## src/asdp_map.vh

```
// Purpose: register map, field positions and reset values of the audio serial data port
// Assumes: 32-bit classic Wishbone, one register per aligned word, byte address = 4 * index
// Notes:   narrow registers sit in the low byte, upper bits read as zero
`ifndef ASDP_MAP_VH
`define ASDP_MAP_VH

// register indices
`define ASDP_IDX_FORMAT      8'h1b
`define ASDP_IDX_OFFSET      8'h1c
`define ASDP_IDX_POLARITY    8'h1d
`define ASDP_IDX_BCLK_DIV    8'h1e
`define ASDP_IDX_CONTROL     8'h20
`define ASDP_IDX_FRAME_LEN   8'h21
`define ASDP_IDX_STATUS      8'h22

// audio_format_control fields
`define ASDP_FMT_MODE_HI     7
`define ASDP_FMT_MODE_LO     6
`define ASDP_FMT_WLEN_HI     5
`define ASDP_FMT_WLEN_LO     4
`define ASDP_FMT_BCLK_MST    3
`define ASDP_FMT_WCLK_MST    2

// framing modes
`define ASDP_MODE_I2S        2'h0
`define ASDP_MODE_DSP        2'h1
`define ASDP_MODE_RJF        2'h2
`define ASDP_MODE_LJF        2'h3

// word length codes
`define ASDP_WLEN_16         2'h0
`define ASDP_WLEN_20         2'h1
`define ASDP_WLEN_24         2'h2
`define ASDP_WLEN_32         2'h3

// bit_clock_polarity_control field
`define ASDP_POL_INVERT      3

// control register fields
`define ASDP_CTL_PORT_ON     0
`define ASDP_CTL_DAC_ON      1
`define ASDP_CTL_KEEP_CLK    2
`define ASDP_CTL_WCLK_SQ     3
`define ASDP_CTL_TDM         4

// status register fields
`define ASDP_STS_OVERFLOW    0
`define ASDP_STS_OUT_VALID   1
`define ASDP_STS_FULL        2

// reset values
`define ASDP_RST_FORMAT      8'h00
`define ASDP_RST_OFFSET      8'h00
`define ASDP_RST_POLARITY    8'h00
`define ASDP_RST_BCLK_DIV    8'h01
`define ASDP_RST_CONTROL     8'h00
`define ASDP_RST_FRAME_LEN   8'h40

`endif

```

## src/asdp_port.v

```verilog
// Purpose: audio serial data port, receive side of a stereo playback path
// Assumes: 200 MHz ref_clk, classic Wishbone register access, pins sampled through two flops
// Notes:   received words land msb-aligned in a fifo drained by the dac side
//
// Functional notes
// framing selectable among left-justified, right-justified, i2s, dsp and tdm
// tdm framing also talks to plain pcm-style serial ports
// every sample travels most significant bit first
// format bits 5:4 pick word length 16, 20, 24 or 32
// word clock and bit clock each independently master or slave
// word clock marks each frame start; receiver aligns frames to it
// generated word clock is either a short pulse or a square wave
// word clock runs at sample rate, one frame per sample
// each data bit moves on a bit clock edge
// master bit clock comes from the programmable divider register
// bit clocks per frame adjustable for word length and shared buses
// first data bit delayed by programmable count of bit clocks
// polarity bit 3 inverts the data bit clock edge in every format
// port powered down in master mode puts all pins high impedance
// generated clocks toggle only while the dac is powered
// optional setting keeps generated clocks running with dac down
// in slave mode host supplies clocks with enough bits per frame
//
// Implementation choice: the Wishbone interface to the registers.
`timescale 1ns/1ps
`include "asdp_map.vh"
module asdp_port #(
  parameter FIFO_DEPTH = 8,
  parameter FIFO_AW    = 3
) (
  // clock and reset
  input  wire        ref_clk,
  input  wire        reset,
  // wishbone slave
  input  wire        wb_cyc_i,
  input  wire        wb_stb_i,
  input  wire        wb_we_i,
  input  wire [9:0]  wb_adr_i,
  input  wire [3:0]  wb_sel_i,
  input  wire [31:0] wb_dat_i,
  output reg  [31:0] wb_dat_o,
  output reg         wb_ack_o,
  // bit clock pin
  input  wire        bclk_in,
  output reg         bclk_out,
  output reg         bclk_oe,
  // word clock pin
  input  wire        wclk_in,
  output reg         wclk_out,
  output reg         wclk_oe,
  // serial data pin
  input  wire        sdata_in,
  // samples toward the dac
  output wire        sample_valid,
  input  wire        sample_ready,
  output wire [31:0] sample_data,
  output wire        sample_right
);
  // word length in bits from its code
  function [8:0] wlen_bits;
    input [1:0] code;
    begin
      case (code)
        `ASDP_WLEN_16: wlen_bits = 9'h010;
        `ASDP_WLEN_20: wlen_bits = 9'h014;
        `ASDP_WLEN_24: wlen_bits = 9'h018;
        default:       wlen_bits = 9'h020;
      endcase
    end
  endfunction

  // registers
  reg  [7:0]  audio_format_control;
  reg  [7:0]  data_start_offset;
  reg  [7:0]  bit_clock_polarity_control;
  reg  [7:0]  bit_clock_divider;
  reg  [7:0]  port_control;
  reg  [7:0]  frame_length;
  reg         overflow;

  // pin synchronisers
  reg         bclk_s1, bclk_s2, bclk_s3;
  reg         wclk_s1, wclk_s2;
  reg         sdata_s1, sdata_s2;

  // clock generation and framing
  reg  [7:0]  div_cnt;
  reg         bclk_gen;
  reg  [8:0]  bitpos;
  reg         wclk_prev;
  reg  [31:0] shreg;
  reg  [31:0] hold_data;
  reg         hold_right;
  reg         hold_valid;

  wire [1:0]  mode       = audio_format_control[`ASDP_FMT_MODE_HI:`ASDP_FMT_MODE_LO];
  wire [8:0]  wl         = wlen_bits(audio_format_control[`ASDP_FMT_WLEN_HI:`ASDP_FMT_WLEN_LO]);
  wire        bclk_mst   = audio_format_control[`ASDP_FMT_BCLK_MST];
  wire        wclk_mst   = audio_format_control[`ASDP_FMT_WCLK_MST];
  wire        invert     = bit_clock_polarity_control[`ASDP_POL_INVERT];
  wire        port_on    = port_control[`ASDP_CTL_PORT_ON];
  wire        tdm        = port_control[`ASDP_CTL_TDM];
  wire        gen_run    = port_on & (port_control[`ASDP_CTL_DAC_ON] |
                                      port_control[`ASDP_CTL_KEEP_CLK]);
  wire [8:0]  flen       = (frame_length == 8'h00) ? 9'h100 : {1'b0, frame_length};
  wire [8:0]  half       = {1'b0, flen[8:1]};
  wire [7:0]  div_end    = bit_clock_divider - 8'h01;

  // bus decode
  wire        wb_req     = wb_cyc_i & wb_stb_i & ~wb_ack_o;
  wire [7:0]  wb_idx     = wb_adr_i[9:2];
  wire        wb_wr      = wb_ack_o & wb_we_i & wb_sel_i[0];
  wire        fifo_ready;
  wire        fifo_full  = ~fifo_ready;

  // bit clock divider; divider value 0 means 256 ref cycles per half period
  wire        gen_tick   = bclk_mst & gen_run & (div_cnt == div_end);
  wire        rise       = bclk_mst ? (gen_tick & ~bclk_gen) : (bclk_s2 & ~bclk_s3);
  wire        fall       = bclk_mst ? (gen_tick & bclk_gen) : (~bclk_s2 & bclk_s3);
  wire        samp       = port_on & (invert ? fall : rise);
  wire        launch     = port_on & (invert ? rise : fall);

  // frame start: i2s frames open on a falling word clock, the rest on a rising one
  wire        wclk_edge  = (mode == `ASDP_MODE_I2S) ? (wclk_prev & ~wclk_s2)
                                                    : (~wclk_prev & wclk_s2);
  wire        frame_st   = wclk_mst ? (bitpos >= flen) : wclk_edge;
  wire [8:0]  pos_now    = frame_st ? 9'h000 : bitpos;

  // slot placement inside the frame
  reg  [8:0]  left_start;
  reg  [8:0]  right_start;
  always @* begin
    case (mode)
      `ASDP_MODE_I2S: left_start = 9'h001;
      `ASDP_MODE_RJF: left_start = half - wl;
      default:        left_start = 9'h000;
    endcase
    left_start = left_start + {1'b0, data_start_offset};
    // dsp and tdm pack channels back to back, the others split the frame
    if (mode == `ASDP_MODE_DSP || tdm)
      right_start = left_start + wl;
    else
      right_start = left_start + half;
  end

  wire        in_left    = (pos_now >= left_start) & (pos_now < left_start + wl);
  wire        in_right   = (pos_now >= right_start) & (pos_now < right_start + wl);
  wire        last_left  = in_left & (pos_now == left_start + wl - 9'h001);
  wire        last_right = in_right & (pos_now == right_start + wl - 9'h001);
  wire [31:0] word_full  = {shreg[30:0], sdata_s2};
  wire [5:0]  pad        = 6'h20 - wl[5:0];

  // generated word clock level for the next sampled bit
  wire        wclk_pulse = (bitpos == 9'h000) | (bitpos >= flen);
  wire        wclk_sq    = (bitpos < half) | (bitpos >= flen);
  wire        wclk_lvl   = port_control[`ASDP_CTL_WCLK_SQ] ? wclk_sq : wclk_pulse;

  // pin synchronisers, first stage read only by the second
  always @(posedge ref_clk) begin
    if (reset) begin
      bclk_s1  <= 1'b0;
      bclk_s2  <= 1'b0;
      bclk_s3  <= 1'b0;
      wclk_s1  <= 1'b0;
      wclk_s2  <= 1'b0;
      sdata_s1 <= 1'b0;
      sdata_s2 <= 1'b0;
    end else begin
      bclk_s1  <= bclk_in;
      bclk_s2  <= bclk_s1;
      bclk_s3  <= bclk_s2;
      wclk_s1  <= wclk_in;
      wclk_s2  <= wclk_s1;
      sdata_s1 <= sdata_in;
      sdata_s2 <= sdata_s1;
    end
  end

  // wishbone register access, answer one cycle after the request
  always @(posedge ref_clk) begin
    if (reset) begin
      wb_ack_o                   <= 1'b0;
      wb_dat_o                   <= 32'h00000000;
      audio_format_control       <= `ASDP_RST_FORMAT;
      data_start_offset          <= `ASDP_RST_OFFSET;
      bit_clock_polarity_control <= `ASDP_RST_POLARITY;
      bit_clock_divider          <= `ASDP_RST_BCLK_DIV;
      port_control               <= `ASDP_RST_CONTROL;
      frame_length               <= `ASDP_RST_FRAME_LEN;
    end else begin
      wb_ack_o <= wb_req;
      if (wb_req) begin
        case (wb_idx)
          `ASDP_IDX_FORMAT:    wb_dat_o <= {24'h000000, audio_format_control};
          `ASDP_IDX_OFFSET:    wb_dat_o <= {24'h000000, data_start_offset};
          `ASDP_IDX_POLARITY:  wb_dat_o <= {24'h000000, bit_clock_polarity_control};
          `ASDP_IDX_BCLK_DIV:  wb_dat_o <= {24'h000000, bit_clock_divider};
          `ASDP_IDX_CONTROL:   wb_dat_o <= {24'h000000, port_control};
          `ASDP_IDX_FRAME_LEN: wb_dat_o <= {24'h000000, frame_length};
          `ASDP_IDX_STATUS:    wb_dat_o <= {29'h00000000, fifo_full, sample_valid, overflow};
          default:             wb_dat_o <= 32'h00000000;
        endcase
      end
      if (wb_wr) begin
        case (wb_idx)
          `ASDP_IDX_FORMAT:    audio_format_control       <= wb_dat_i[7:0];
          `ASDP_IDX_OFFSET:    data_start_offset          <= wb_dat_i[7:0];
          `ASDP_IDX_POLARITY:  bit_clock_polarity_control <= wb_dat_i[7:0];
          `ASDP_IDX_BCLK_DIV:  bit_clock_divider          <= wb_dat_i[7:0];
          `ASDP_IDX_CONTROL:   port_control               <= wb_dat_i[7:0];
          `ASDP_IDX_FRAME_LEN: frame_length               <= wb_dat_i[7:0];
          default: ;
        endcase
      end
    end
  end

  // bit clock generator, idles low when stopped
  always @(posedge ref_clk) begin
    if (reset) begin
      div_cnt  <= 8'h00;
      bclk_gen <= 1'b0;
    end else if (!(bclk_mst & gen_run)) begin
      div_cnt  <= 8'h00;
      bclk_gen <= 1'b0;
    end else if (gen_tick) begin
      div_cnt  <= 8'h00;
      bclk_gen <= ~bclk_gen;
    end else begin
      div_cnt  <= div_cnt + 8'h01;
    end
  end

  // pin drivers; all enables drop with the port powered down
  always @(posedge ref_clk) begin
    if (reset) begin
      bclk_out <= 1'b0;
      bclk_oe  <= 1'b0;
      wclk_out <= 1'b0;
      wclk_oe  <= 1'b0;
    end else begin
      bclk_oe  <= port_on & bclk_mst;
      wclk_oe  <= port_on & wclk_mst;
      bclk_out <= bclk_gen;
      if (!(wclk_mst & gen_run))
        wclk_out <= 1'b0;
      else if (launch)
        wclk_out <= (mode == `ASDP_MODE_I2S) ? ~wclk_lvl : wclk_lvl;
    end
  end

  // serial receiver: frame position, msb-first shift and word hand-off
  always @(posedge ref_clk) begin
    if (reset) begin
      bitpos     <= 9'h000;
      wclk_prev  <= 1'b0;
      shreg      <= 32'h00000000;
      hold_data  <= 32'h00000000;
      hold_right <= 1'b0;
      hold_valid <= 1'b0;
      overflow   <= 1'b0;
    end else begin
      if (hold_valid & fifo_ready)
        hold_valid <= 1'b0;
      // write one to clear; a new overflow in the same cycle wins
      if (wb_wr && wb_idx == `ASDP_IDX_STATUS && wb_dat_i[`ASDP_STS_OVERFLOW])
        overflow <= 1'b0;
      if (samp) begin
        wclk_prev <= wclk_s2;
        // slave frames follow the word clock; a frame with no edge runs the count on until it holds at 511
        bitpos    <= (pos_now == 9'h1ff) ? pos_now : pos_now + 9'h001;
        if (in_left | in_right)
          shreg <= word_full;
        if (last_left | last_right) begin
          // one word of room; the dac side stalling here shows as overflow
          if (hold_valid & ~fifo_ready) begin
            overflow <= 1'b1;
          end else begin
            hold_data  <= word_full << pad;
            hold_right <= last_right;
            hold_valid <= 1'b1;
          end
        end
      end
    end
  end

  asdp_fifo #(
    .WIDTH (33),
    .DEPTH (FIFO_DEPTH),
    .AW    (FIFO_AW)
  ) u_fifo (
    .ref_clk   (ref_clk),
    .reset     (reset),
    .in_valid  (hold_valid),
    .in_ready  (fifo_ready),
    .in_data   ({hold_right, hold_data}),
    .out_valid (sample_valid),
    .out_ready (sample_ready),
    .out_data  ({sample_right, sample_data})
  );
endmodule

```

## src/asdp_fifo.v

```verilog
// Purpose: sample fifo between serial receiver and dac side
// Assumes: single clock, synchronous active-high reset
// Notes:   registered output stage, so capacity is DEPTH plus one word
`timescale 1ns/1ps
module asdp_fifo #(
  parameter WIDTH = 33,
  parameter DEPTH = 8,
  parameter AW    = 3
) (
  // clock and reset
  input  wire             ref_clk,
  input  wire             reset,
  // fill side
  input  wire             in_valid,
  output wire             in_ready,
  input  wire [WIDTH-1:0] in_data,
  // drain side
  output reg              out_valid,
  input  wire             out_ready,
  output reg  [WIDTH-1:0] out_data
);
  reg [WIDTH-1:0] mem [0:DEPTH-1];
  reg [AW-1:0]    wr_ptr;
  reg [AW-1:0]    rd_ptr;
  reg [AW:0]      count;
  wire            push;
  wire            pop;

  assign in_ready = (count < DEPTH[AW:0]);
  assign push     = in_valid & in_ready;
  assign pop      = (count != {(AW+1){1'b0}}) & (~out_valid | out_ready);

  always @(posedge ref_clk) begin
    if (reset) begin
      wr_ptr    <= {AW{1'b0}};
      rd_ptr    <= {AW{1'b0}};
      count     <= {(AW+1){1'b0}};
      out_valid <= 1'b0;
      out_data  <= {WIDTH{1'b0}};
    end else begin
      if (push) begin
        mem[wr_ptr] <= in_data;
        wr_ptr      <= (wr_ptr == DEPTH[AW-1:0] - 1'b1) ? {AW{1'b0}} : wr_ptr + 1'b1;
      end
      if (pop) begin
        out_data  <= mem[rd_ptr];
        out_valid <= 1'b1;
        rd_ptr    <= (rd_ptr == DEPTH[AW-1:0] - 1'b1) ? {AW{1'b0}} : rd_ptr + 1'b1;
      end else if (out_ready) begin
        out_valid <= 1'b0;
      end
      count <= count + {{AW{1'b0}}, push} - {{AW{1'b0}}, pop};
    end
  end
endmodule

```

## config.mk

```make
export PLATFORM = sky130hd
export DESIGN_NAME = asdp_port
export DESIGN_NICKNAME = d
export VERILOG_FILES = /design/src/asdp_port.v /design/src/asdp_fifo.v
export VERILOG_INCLUDE_DIRS = /design/src
export SDC_FILE = /design/constraint.sdc
export NUM_CORES = 1
export LEC_CHECK = 0
export CAP_MARGIN = 30
export CELL_PAD_IN_SITES_DETAIL_PLACEMENT = 0
export CELL_PAD_IN_SITES_GLOBAL_PLACEMENT = 1
export CORE_MARGIN = 1
export CORE_UTILIZATION = 35
export CTS_CLUSTER_SIZE = 20
export DETAILED_ROUTE_END_ITERATION = 10
export DONT_BUFFER_PORTS = 1
export PLACE_DENSITY = 0.56
export REMOVE_ABC_BUFFERS = 1
export SLEW_MARGIN = 40
export SYNTH_ARGS = -nofsm -noshare
export SYNTH_HDL_FRONTEND = slang
export SYNTH_SLANG_ARGS = --single-unit
```

## constraint.sdc

```tcl
create_clock -name ref_clk -period 6.3 [get_ports ref_clk]
set_clock_uncertainty 0.15 [all_clocks]
set_input_delay 0 -clock ref_clk [delete_from_list [all_inputs] [get_ports ref_clk]]
set_output_delay 0 -clock ref_clk [all_outputs]
set_load 0.1 [all_outputs]
```

==> flow_summary.toml, run 1 <==
[sta]
hold_viol = 0
finalSetupViolCount = 0
holdWs_ns = 0.0560
relSlewSlack_pct = 48.1
min_period_over_period_pct = 95.9
worstMarginPinSlew_ns = 0.778
max_freq_mhz = 166
fin_tns_setup_ns = 0
worst_slack_ns = 0.261
report.final.slew_viol_count = 0
period_minus_slack_ns = 6.04

[clocking]
clk_latency_ns = 0.59
clock_path_buffers = 3
cts-root-buf = "clkbuf_16"
cts.reportedPaths.clkPinSlew_ns = 0.06
cts-buffers-inserted = 52
htreeDepth = 2
cts_sinks = 461
cts_tree = "built"

[yosys]
synth_warnings = 0
seq_area_frac_synth_pct = 52.8
ys.flop_type = "edfxtp_1"
synthArstFlopShare_pct = 0
syn_area_per_cell_um2 = 12.3
synth_edf_count = 264
synthCells = 1821
netlist_area_um2 = 22500
yosys.cell_types.count = 81
synth-seq-cells = 461

[layout]
layout_common_cells = "edfxtp_1 (264), nor2_1 (212), mux2i_1 (154)"
n_antenna_cell = 0
synthToLayoutAreaGrowth_pct = 18.7
utilization_pct = 42.2
layout.cells.most_common = "edfxtp_1"
fin_cells = 2833
postLayoutCellArea_um2 = 26700
drive_gt1_share_pct = 22.0
fillers = 6006
num-nets-final = 2098

[placed_design]
portBuffers = 0
dp_hpwl_mm = 36.8
gp_congestion = 0.800
place_ws_ns = -0.0315
place_inst = 2681
dpl-instance-area_um2 = 24100

[setup_path]
setup.worst_path.end_class = "flip-flop"
cp.arrival_ns = 6.36
cpMostUsedCell = "ha_1"
crit_path_max_fanout = 6
critical-path-top-delay-family = "compound AO/OA/AOI/OAI gates"
worst_ep_required_time_ns = 6.62
reg2reg_depth = 31
cpPeakStageDelay_ns = 0.36
critical_path_class = "reg2reg"
regToRegStartpoint = "audio_format_control[4]"
cp_num_buf_inv = 4
worstReg2RegEnd = "hold_data[6]"
worstSetupStartpointType = "flip-flop"
cp_slowest_cell = "dfxtp_4"
rrSetupSlack_ns = 0.26
cp.depth = 31

[pwr]
seqPwrFrac_pct = 51.3
switchingPower_mw = 2.67
ir_worst_vdd_mv = 0.183
clkPwrFrac_pct = 35.8
intPower_mw = 5.50
switching_share_pct = 32.7
powerDensity_nw_per_um2 = 306
total_power_mw = 8.17
p_leak_nw = 9.67
p_comb_share_pct = 12.9

[run]
maxCapViolCount = 0

[routing]
drtAntennaViolNets = 0
vias = 14506
drc = 0
wl_per_cell_um = 19.7
via_per_inst = 5.12
drtIter0Drc = 684
drt_first_pass_iters = 5
totalWireLength_mm = 55.7

[grt]
overflow = 0
grt_pass1_vias = 14916
grt_pass1_wl_mm = 86.7
grt_max_degree = 209
grt_util_all_layers_pct = 16.9
antenna_found_initial = 0

[floorplan]
placement_rows = 92
dieHeight_um = 255
io_pins = 126
die_area_um2 = 65300
die_x_um = 255
initial_core_util_pct = 35.5
core-area_um2 = 63300

[min_path]
holdPathStages = 2
worstHoldStart = "sdata_in"
holdCritPathClass = "in2reg"
min_to = "sdata_s1"

[run_status]
status = "completed"
worst max path at each step:
stage,end,slack [ns],from
finish,hold_data[6],0.26,audio_format_control[4]
global route,hold_data[9],-0.03,audio_format_control[4]
CTS,hold_data[30],0.03,audio_format_control[5]
detailed placement,hold_data[30],-0.03,audio_format_control[5]
global placement,hold_data[30],0.13,audio_format_control[4]
floorplan,shreg[0],-2.23,audio_format_control[4]
worst reg2reg max path: cells and delay by family (launching register included):
family	cells	cell delay (ns)
AO/OA/AOI/OAI	11	1.62
buffers and inverters	4	0.51
XOR/XNOR	4	0.60
flip-flops	1	0.36
multiplexers	1	0.29
adder cells (fa/ha/maj)	6	1.60
AND/OR/NAND/NOR	5	0.80
cell families (layout without fill, tap and decap cells):
| group | count (synthesis) | in the layout | synth area share [%] |
|---|---|---|---|
| buffers and inverters | 182 | 325 | 3.63 |
| and+or+nand+nor | 482 | 482 | 10.4 |
| DFF | 461 | 461 | 52.8 |
| xor gates and xnor gates | 64 | 64 | 2.63 |
| muxes | 262 | 262 | 16.5 |
| AOI/OAI and AO/OA | 270 | 270 | 8.43 |
| other | 1 | 24 | 0.0167 |
| adders and majority gates | 99 | 99 | 5.66 |
cells in the mapped netlist (8+ instances only):
cell type / n / share of area (%)
a21oi_1: 58 / 1.3
and3_1: 8 / 0.22
mux2_2: 11 / 0.55
buf_4: 31 / 1.0
buf_1: 15 / 0.25
edfxtp_1: 264 / 35
inv_1: 65 / 1.1
o21a_1: 15 / 0.50
ha_1: 93 / 5.2
a21o_1: 21 / 0.70
o21ai_0: 45 / 1.0
o2111ai_1: 8 / 0.31
o211ai_1: 9 / 0.30
nand3_1: 20 / 0.45
a22oi_1: 15 / 0.50
a211oi_1: 45 / 1.5
xor2_1: 18 / 0.70
mux4_2: 78 / 7.8
nor3_1: 22 / 0.49
mux2_4: 18 / 1.2
a222oi_1: 9 / 0.40
nor2_1: 220 / 3.7
and2_1: 14 / 0.39
xnor2_1: 43 / 1.7
clkbuf_1: 67 / 1.1
nand2b_1: 32 / 0.89
nand2_1: 64 / 1.1
nor4_1: 11 / 0.31
mux2i_1: 155 / 6.9
dfxtp_1: 197 / 18
nor2b_1: 44 / 1.2
power groups by stage:
stage          Sequential (mW)  Clock [mW]  Combinational (mW)
2_1_floorplan             4.32           0               0.754
3_5_place_dp              4.27           0                1.02
5_1_grt                   4.22        3.14                1.17
6_report                  4.19        2.92                1.05
4_1_cts                   4.20        3.03                1.08
3_3_place_gp              4.24           0                1.01
state kept, by name, summed over array words and instances (netlist names), 3 cells and up:
register	flops
bitpos	9
bit_clock_divider	8
u_fifo.rd_ptr	3
shreg	31
u_fifo.mem	264
wb_dat_o	8
frame_length	8
u_fifo.out_data	33
port_control	8
bit_clock_polarity_control	8
u_fifo.count	4
audio_format_control	8
div_cnt	8
data_start_offset	8
hold_data	32
u_fifo.wr_ptr	3
layout make-up:
class                   instances  area, um2  area share (%)
clock buffers                  75       1480            5.54
clock inverters                21        169           0.633
inverters                      66        248           0.928
multi-input cells            1201      10300            38.6
flip-flops and latches        461      11900            44.7
well taps                     846       1060            3.97
repair buffers                163       1490            5.59
routing by layer:
layer	part of all wire (%)	routed length, um	track usage (%)	vias up
met5	0	0	0	-
met4	3.1	1730	5.44	0
met3	3.7	2070	2.72	103
met2	49	27500	29.2	249
met1	44	24400	21.4	7176
li1	-	-	-	6978
repair_timing:
| item | 4_1_cts | 5_1_grt |
|---|---|---|
| hold endpoints to repair | 197 | 0 |
| pin swaps | 0 | 17 |
| setup buffers | 0 | 7 |
| gates resized for setup | 3 | 58 |
| gates cloned | 0 | 4 |
| endpoints found under the setup margin | 27 | 66 |
| hold buffers | 44 | 0 |
No activity file was read; power rests on OpenSTA's default activity.
==> run 2: changes to the inputs <==
ABC_AREA = 1   (was not set)
PLACE_DENSITY = not set   (was 0.56)
PLACE_DENSITY_LB_ADDON = 0.15   (was not set)
==> run 2 against run 1 <==
Net effect:
- clock power is 3% higher
- sequential power about the same
- highest routed layer unchanged
- largest power group unchanged
- first-iteration DRC count increased by 43%
- count of clock-buffer cells in the layout shrank 4
- die area down 0.77%
- setup slack better by 0.17 ns
- combinational power about the same
==> flow_summary.toml, run 2 <==
[pwr]
clkPwrFrac_pct = 36.3
total_power_mw = 8.28
p_comb_share_pct = 13.0
ir_worst_vdd_mv = 0.217
switchingPower_mw = 2.96
seqPwrFrac_pct = 50.7
powerDensity_nw_per_um2 = 322
intPower_mw = 5.32
switching_share_pct = 35.7
p_leak_nw = 8.94

[floorplan]
initial_core_util_pct = 35.4
placement_rows = 92
die_x_um = 254
io_pins = 126
core-area_um2 = 63100
dieHeight_um = 254
die_area_um2 = 64800

[setup_path]
cpMostUsedCell = "nand2_1"
cp.depth = 40
cpPeakStageDelay_ns = 0.36
cp_num_buf_inv = 10
reg2reg_depth = 40
worstSetupStartpointType = "flip-flop"
worst_ep_required_time_ns = 6.63
crit_path_max_fanout = 11
cp.arrival_ns = 6.20
critical-path-top-delay-family = "simple AND/OR/NAND/NOR gates"
setup.worst_path.end_class = "flip-flop"
cp_slowest_cell = "dfxtp_4"
critical_path_class = "reg2reg"

[yosys]
ys.flop_type = "edfxtp_1"
seq_area_frac_synth_pct = 53.2
syn_area_per_cell_um2 = 9.01
synth_warnings = 0
yosys.cell_types.count = 57
synth_top_area_share_pct = 35.5
synthMuxAreaShare_pct = 0.179
synth_top_family_by_area = "simple AND/OR/NAND/NOR gates"
synth_compound_area_share_pct = 16.1
synth_xor_xnor_area_share_pct = 1.84
synthArstFlopShare_pct = 0
synth_area_leaders = "edfxtp_1 (36%), dfxtp_1 (18%), o21ai_0 (7.2%)"
yosysTopAreaCell = "edfxtp_1"
netlist_area_um2 = 22300
synth-seq-cells = 461
yosysMostFrequentCell = "nand2_1"
synth_edf_count = 264
synth-simple-area-share_pct = 16.4
synthCells = 2477
synth_common_cells = "nand2_1 (355), o21ai_0 (320), nor2_1 (308)"
synthAdderAreaFrac_pct = 5.66

[clocking]
cts-root-buf = "clkbuf_16"
htreeDepth = 2
cts-buffers-inserted = 52
cts_sinks = 461
clock_path_buffers = 3
clk_latency_ns = 0.61
cts_tree = "built"
cts.reportedPaths.clkPinSlew_ns = 0.06

[placed_design]
portBuffers = 0
dp_hpwl_mm = 39.0
gp_congestion = 0.815

[layout]
layout.cells.most_common = "nand2_1"
synthToLayoutAreaGrowth_pct = 15.3
regMostFlops = "u_fifo.mem"
fillers = 6443
drive_gt1_share_pct = 11.0
utilization_pct = 40.8
largest_reg_flops = 264
num-nets-final = 2654
reg.largest.list = "u_fifo.mem x264, u_fifo.out_data x33, hold_data x32"
layout_common_cells = "nand2_1 (353), o21ai_0 (319), nor2_1 (298)"

[sta]
holdWs_ns = 0.110
relSlewSlack_pct = 46.0
report.final.slew_viol_count = 0
hold_viol = 0
min_period_over_period_pct = 93.2
finalSetupViolCount = 0
period_minus_slack_ns = 5.87
grt_setup_unrepaired = "false"
max_freq_mhz = 170
worstMarginPinSlew_ns = 0.810

[routing]
drtAntennaViolNets = 0
via_per_inst = 5.09
totalWireLength_mm = 62.6
drc = 0
drt_first_pass_iters = 5
vias = 17263
wl_per_cell_um = 18.4
drtIter0Drc = 980

[grt]
antenna_found_initial = 6
grt_max_degree = 79
grt_pass1_wl_mm = 94.2
overflow = 0
grt_util_all_layers_pct = 19.0
grt_pass1_vias = 16319

[run]
maxCapViolCount = 0

[min_path]
holdPathStages = 4
holdCritPathClass = "in2reg"

[run_status]
status = "completed"
## run 2: per-layer routing
layer  track usage [%]  vias up  share of wire (%)
met3              2.57       94                3.7
li1                  -     8614                  -
met5                 0        -                  0
met4              6.06        0                2.5
met2              32.4      298                 49
met1              24.7     8257                 45
## run 2: area by class of cell
type,count,area [um2],share of cell area [%]
flip-flops and latches,461,11900,46.4
clock inverters,26,220,0.856
multi-input cells,1683,9250,35.9
diodes,4,10.0,0.0389
well taps,846,1060,4.12
repair buffers,99,975,3.79
inverters,204,778,3.03
clock buffers,71,1490,5.81
## run 2: power by group through the flow
stage               sequential, mW  combinational, mW  clock, mW
floorplan                     4.25              0.633          0
global placement              4.24               1.05          0
detailed placement            4.27               1.07          0
CTS                           4.20               1.11       3.11
global route                  4.23               1.22       3.21
finish                        4.20               1.08       3.00
## run 2: what timing repair did
item | in CTS | in global routing
resized for setup | 0 | 31
setup buffers | 0 | 1
hold buffers | 43 | 0
endpoints found under the setup margin | 0 | 66
endpoints found under the hold margin | 151 | 0
## run 2: cells by family (layout without fill, tap and decap cells)
logic type      after synthesis  in the layout
xor+xnor                     47             47
buf+inv                     356            400
fa+ha+maj                    98             98
compound gates              642            642
other cells                   1             28
mux                           4              4
simple gates                868            868
flops                       461            461
## run 2: tightest hold or removal path: cells and delay by family
family                 cells  cell delay (ns)
AO/OA/AOI/OAI              1             0.17
buffers and inverters      2             0.57
AND/OR/NAND/NOR            1             0.08
## run 2: metrics by stage
stage | TNS (ns) | worst slack [ns] | cells | area (um2)
after floorplan | -16.51 | -0.468 | 2348 | 21700
after global placement | 0 | 0.209 | 3245 | 23300
after detailed placement | 0 | 0.135 | 3245 | 23300
after CTS | 0 | 0.0886 | 3385 | 25500
after global routing | 0 | 0.00285 | 3393 | 25700
final | 0 | 0.430 | 3394 | 25700
## run 2: path summary, 6_finish.rpt
kind,slack (ns),from,endpoint
worst max-delay path,0.43,audio_format_control[4],hold_data[14]
worst min register to register,0.26,wclk_s1,wclk_s2
worst min-delay path,0.11,sample_ready,u_fifo.out_valid
worst max register to register,0.43,audio_format_control[4],hold_data[14]
==> run 3: changes to the inputs <==
PLACE_DENSITY = 0.66   (was not set)
PLACE_DENSITY_LB_ADDON = not set   (was 0.15)
==> run 3 against run 2 <==
Net effect:
- utilization decreased by 0.15 points
- die area unchanged
- global-route usage decreased by 0.62 points
- highest routed layer is now met5
- first-iteration DRC count increased by 5.6%
- routed wire length decreased by 4.8%
- combinational power about the same
- critical path depth decreased by 2
- cell area decreased by 0.37%
- via count increased by 0.27%
==> flow_summary.toml, run 3 (synthesized netlist as in run 2, its figures left out) <==
[run_status]
status = "completed"

[clocking]
cts_tree = "built"
cts.reportedPaths.clkPinSlew_ns = 0.06
cts_sinks = 461
htreeDepth = 2
cts-buffers-inserted = 49
cts-root-buf = "clkbuf_16"
clk_latency_ns = 0.61
clock_path_buffers = 3

[layout]
fillers = 6305
drive_gt1_share_pct = 10.2
utilization_pct = 40.6
layout.cells.most_common = "nand2_1"
num-nets-final = 2645
multiInputGateArea_um2 = 9230
layout_common_cells = "nand2_1 (354), o21ai_0 (318), nor2_1 (298)"
regMostFlops = "u_fifo.mem"
largest_reg_flops = 264
regArea_um2 = 11900
reg.largest.list = "u_fifo.mem x264, u_fifo.out_data x33, hold_data x32"
synthToLayoutAreaGrowth_pct = 14.8

[grt]
grt_pass1_vias = 16716
grt_max_degree = 85
grt_util_all_layers_pct = 18.3
overflow = 0
antenna_found_initial = 3
grt_pass1_wl_mm = 92.8

[setup_path]
cpPeakStageDelay_ns = 0.37
worstReg2RegEnd = "hold_data[3]"
cp_slowest_cell = "dfxtp_4"
critPathLaunch = "audio_format_control[4]"
cp-endpoint = "hold_data[3]"
worstSetupStartpointType = "flip-flop"
setup.worst_path.end_class = "flip-flop"
cp.arrival_ns = 6.29
cpMostUsedCell = "inv_1"
crit_path_max_fanout = 10
worst_ep_required_time_ns = 6.68
regToRegStartpoint = "audio_format_control[4]"
critical_path_class = "reg2reg"
reg2reg_depth = 38
rrSetupSlack_ns = 0.39

[routing]
totalWireLength_mm = 59.6
via_per_inst = 5.12
wl_per_cell_um = 17.6
drtIter0Drc = 1035
drc = 0
drtAntennaViolNets = 0
vias = 17309
drt_first_pass_iters = 5

[pwr]
switching_share_pct = 35.4
powerDensity_nw_per_um2 = 322
switchingPower_mw = 2.92
seqPwrFrac_pct = 51.0
ir_worst_vdd_mv = 0.225
clkPwrFrac_pct = 35.9
total_power_mw = 8.25
p_leak_nw = 8.89
intPower_mw = 5.33
p_comb_share_pct = 13.2

[sta]
period_minus_slack_ns = 5.91
report.final.slew_viol_count = 0
finalSetupViolCount = 0
min_period_over_period_pct = 93.8
worst_slack_ns = 0.391
worstMarginPinSlew_ns = 0.860
max_freq_mhz = 169
relSlewSlack_pct = 42.7
hold_viol = 0

[min_path]
holdCritPathClass = "in2reg"

[floorplan]
io_pins = 126
initial_core_util_pct = 35.4
dieHeight_um = 254
die_x_um = 254
placement_rows = 92
core-area_um2 = 63100
die_area_um2 = 64800

[placed_design]
dp_hpwl_mm = 37.5
gp_congestion = 0.861
portBuffers = 0
place_ws_ns = 0.0319

[run]
maxCapViolCount = 0
## run 3: final cells by class
cell class | count | area share, %
multi-input cells | 1683 | 36.0
diodes | 3 | 0.0293
well taps | 846 | 4.13
clock inverters | 18 | 0.913
repair buffers | 93 | 3.71
clock buffers | 74 | 5.58
flip-flops and latches | 461 | 46.6
inverters | 204 | 3.02
## run 3: per-stage QoR
stage	TNS (ns)	hold slack [ns]	area (um2)	cells
4_1_cts	0	0.0364	25400	3373
5_1_grt	-0.0645	0.119	25600	3381
2_1_floorplan	-16.51	-0.0876	21700	2348
6_report	0	0.0636	25600	3382
3_5_place_dp	0	-0.0793	23300	3240
3_3_place_gp	0	-0.0753	23200	3240
## run 3: timing repair
item / CTS / global route
endpoints found under the setup margin: 0 / 66
hold buffers: 41 / 0
endpoints found under the hold margin: 128 / 0
buffers inserted: 0 / 2
gates resized for setup: 0 / 28
## run 3: how the worst min path moves through the flow
stage / to / start / depth (start not counted)
floorplan: hold_valid / reset / 1
CTS: wb_dat_o[6] / wb_adr_i[3] / 7
finish: wb_dat_o[6] / wb_adr_i[3] / 7
detailed placement: wb_dat_o[5] / reset / 1
global placement: hold_valid / reset / 1
global route: wb_dat_o[2] / wb_adr_i[9] / 7
## run 3: metal layers
| layer | up-vias | track usage, % | routed length (um) |
|---|---|---|---|
| li1 | 8589 | - | - |
| met1 | 8277 | 23.5 | 26800 |
| met4 | 4 | 5.34 | 1340 |
| met3 | 100 | 2.68 | 2430 |
| met5 | - | 0 | 29 |
| met2 | 339 | 31.8 | 28900 |
## run 3: critical path, delay by kind of cell, from the launching register on
| kind | cells | cell delay, ns |
|---|---|---|
| buffers and inverters | 12 | 1.23 |
| XOR/XNOR | 2 | 0.32 |
| adder cells (fa/ha/maj) | 6 | 1.64 |
| flip-flops | 1 | 0.37 |
| AND/OR/NAND/NOR | 12 | 1.19 |
| AO/OA/AOI/OAI | 6 | 0.92 |
## run 3: power by group through the flow
stage | sequential, mW | clock (mW) | combinational [mW]
floorplan | 4.25 | 0 | 0.633
global placement | 4.24 | 0 | 1.03
detailed placement | 4.28 | 0 | 1.06
CTS | 4.21 | 3.04 | 1.09
global route | 4.23 | 3.15 | 1.23
finish | 4.20 | 2.96 | 1.09
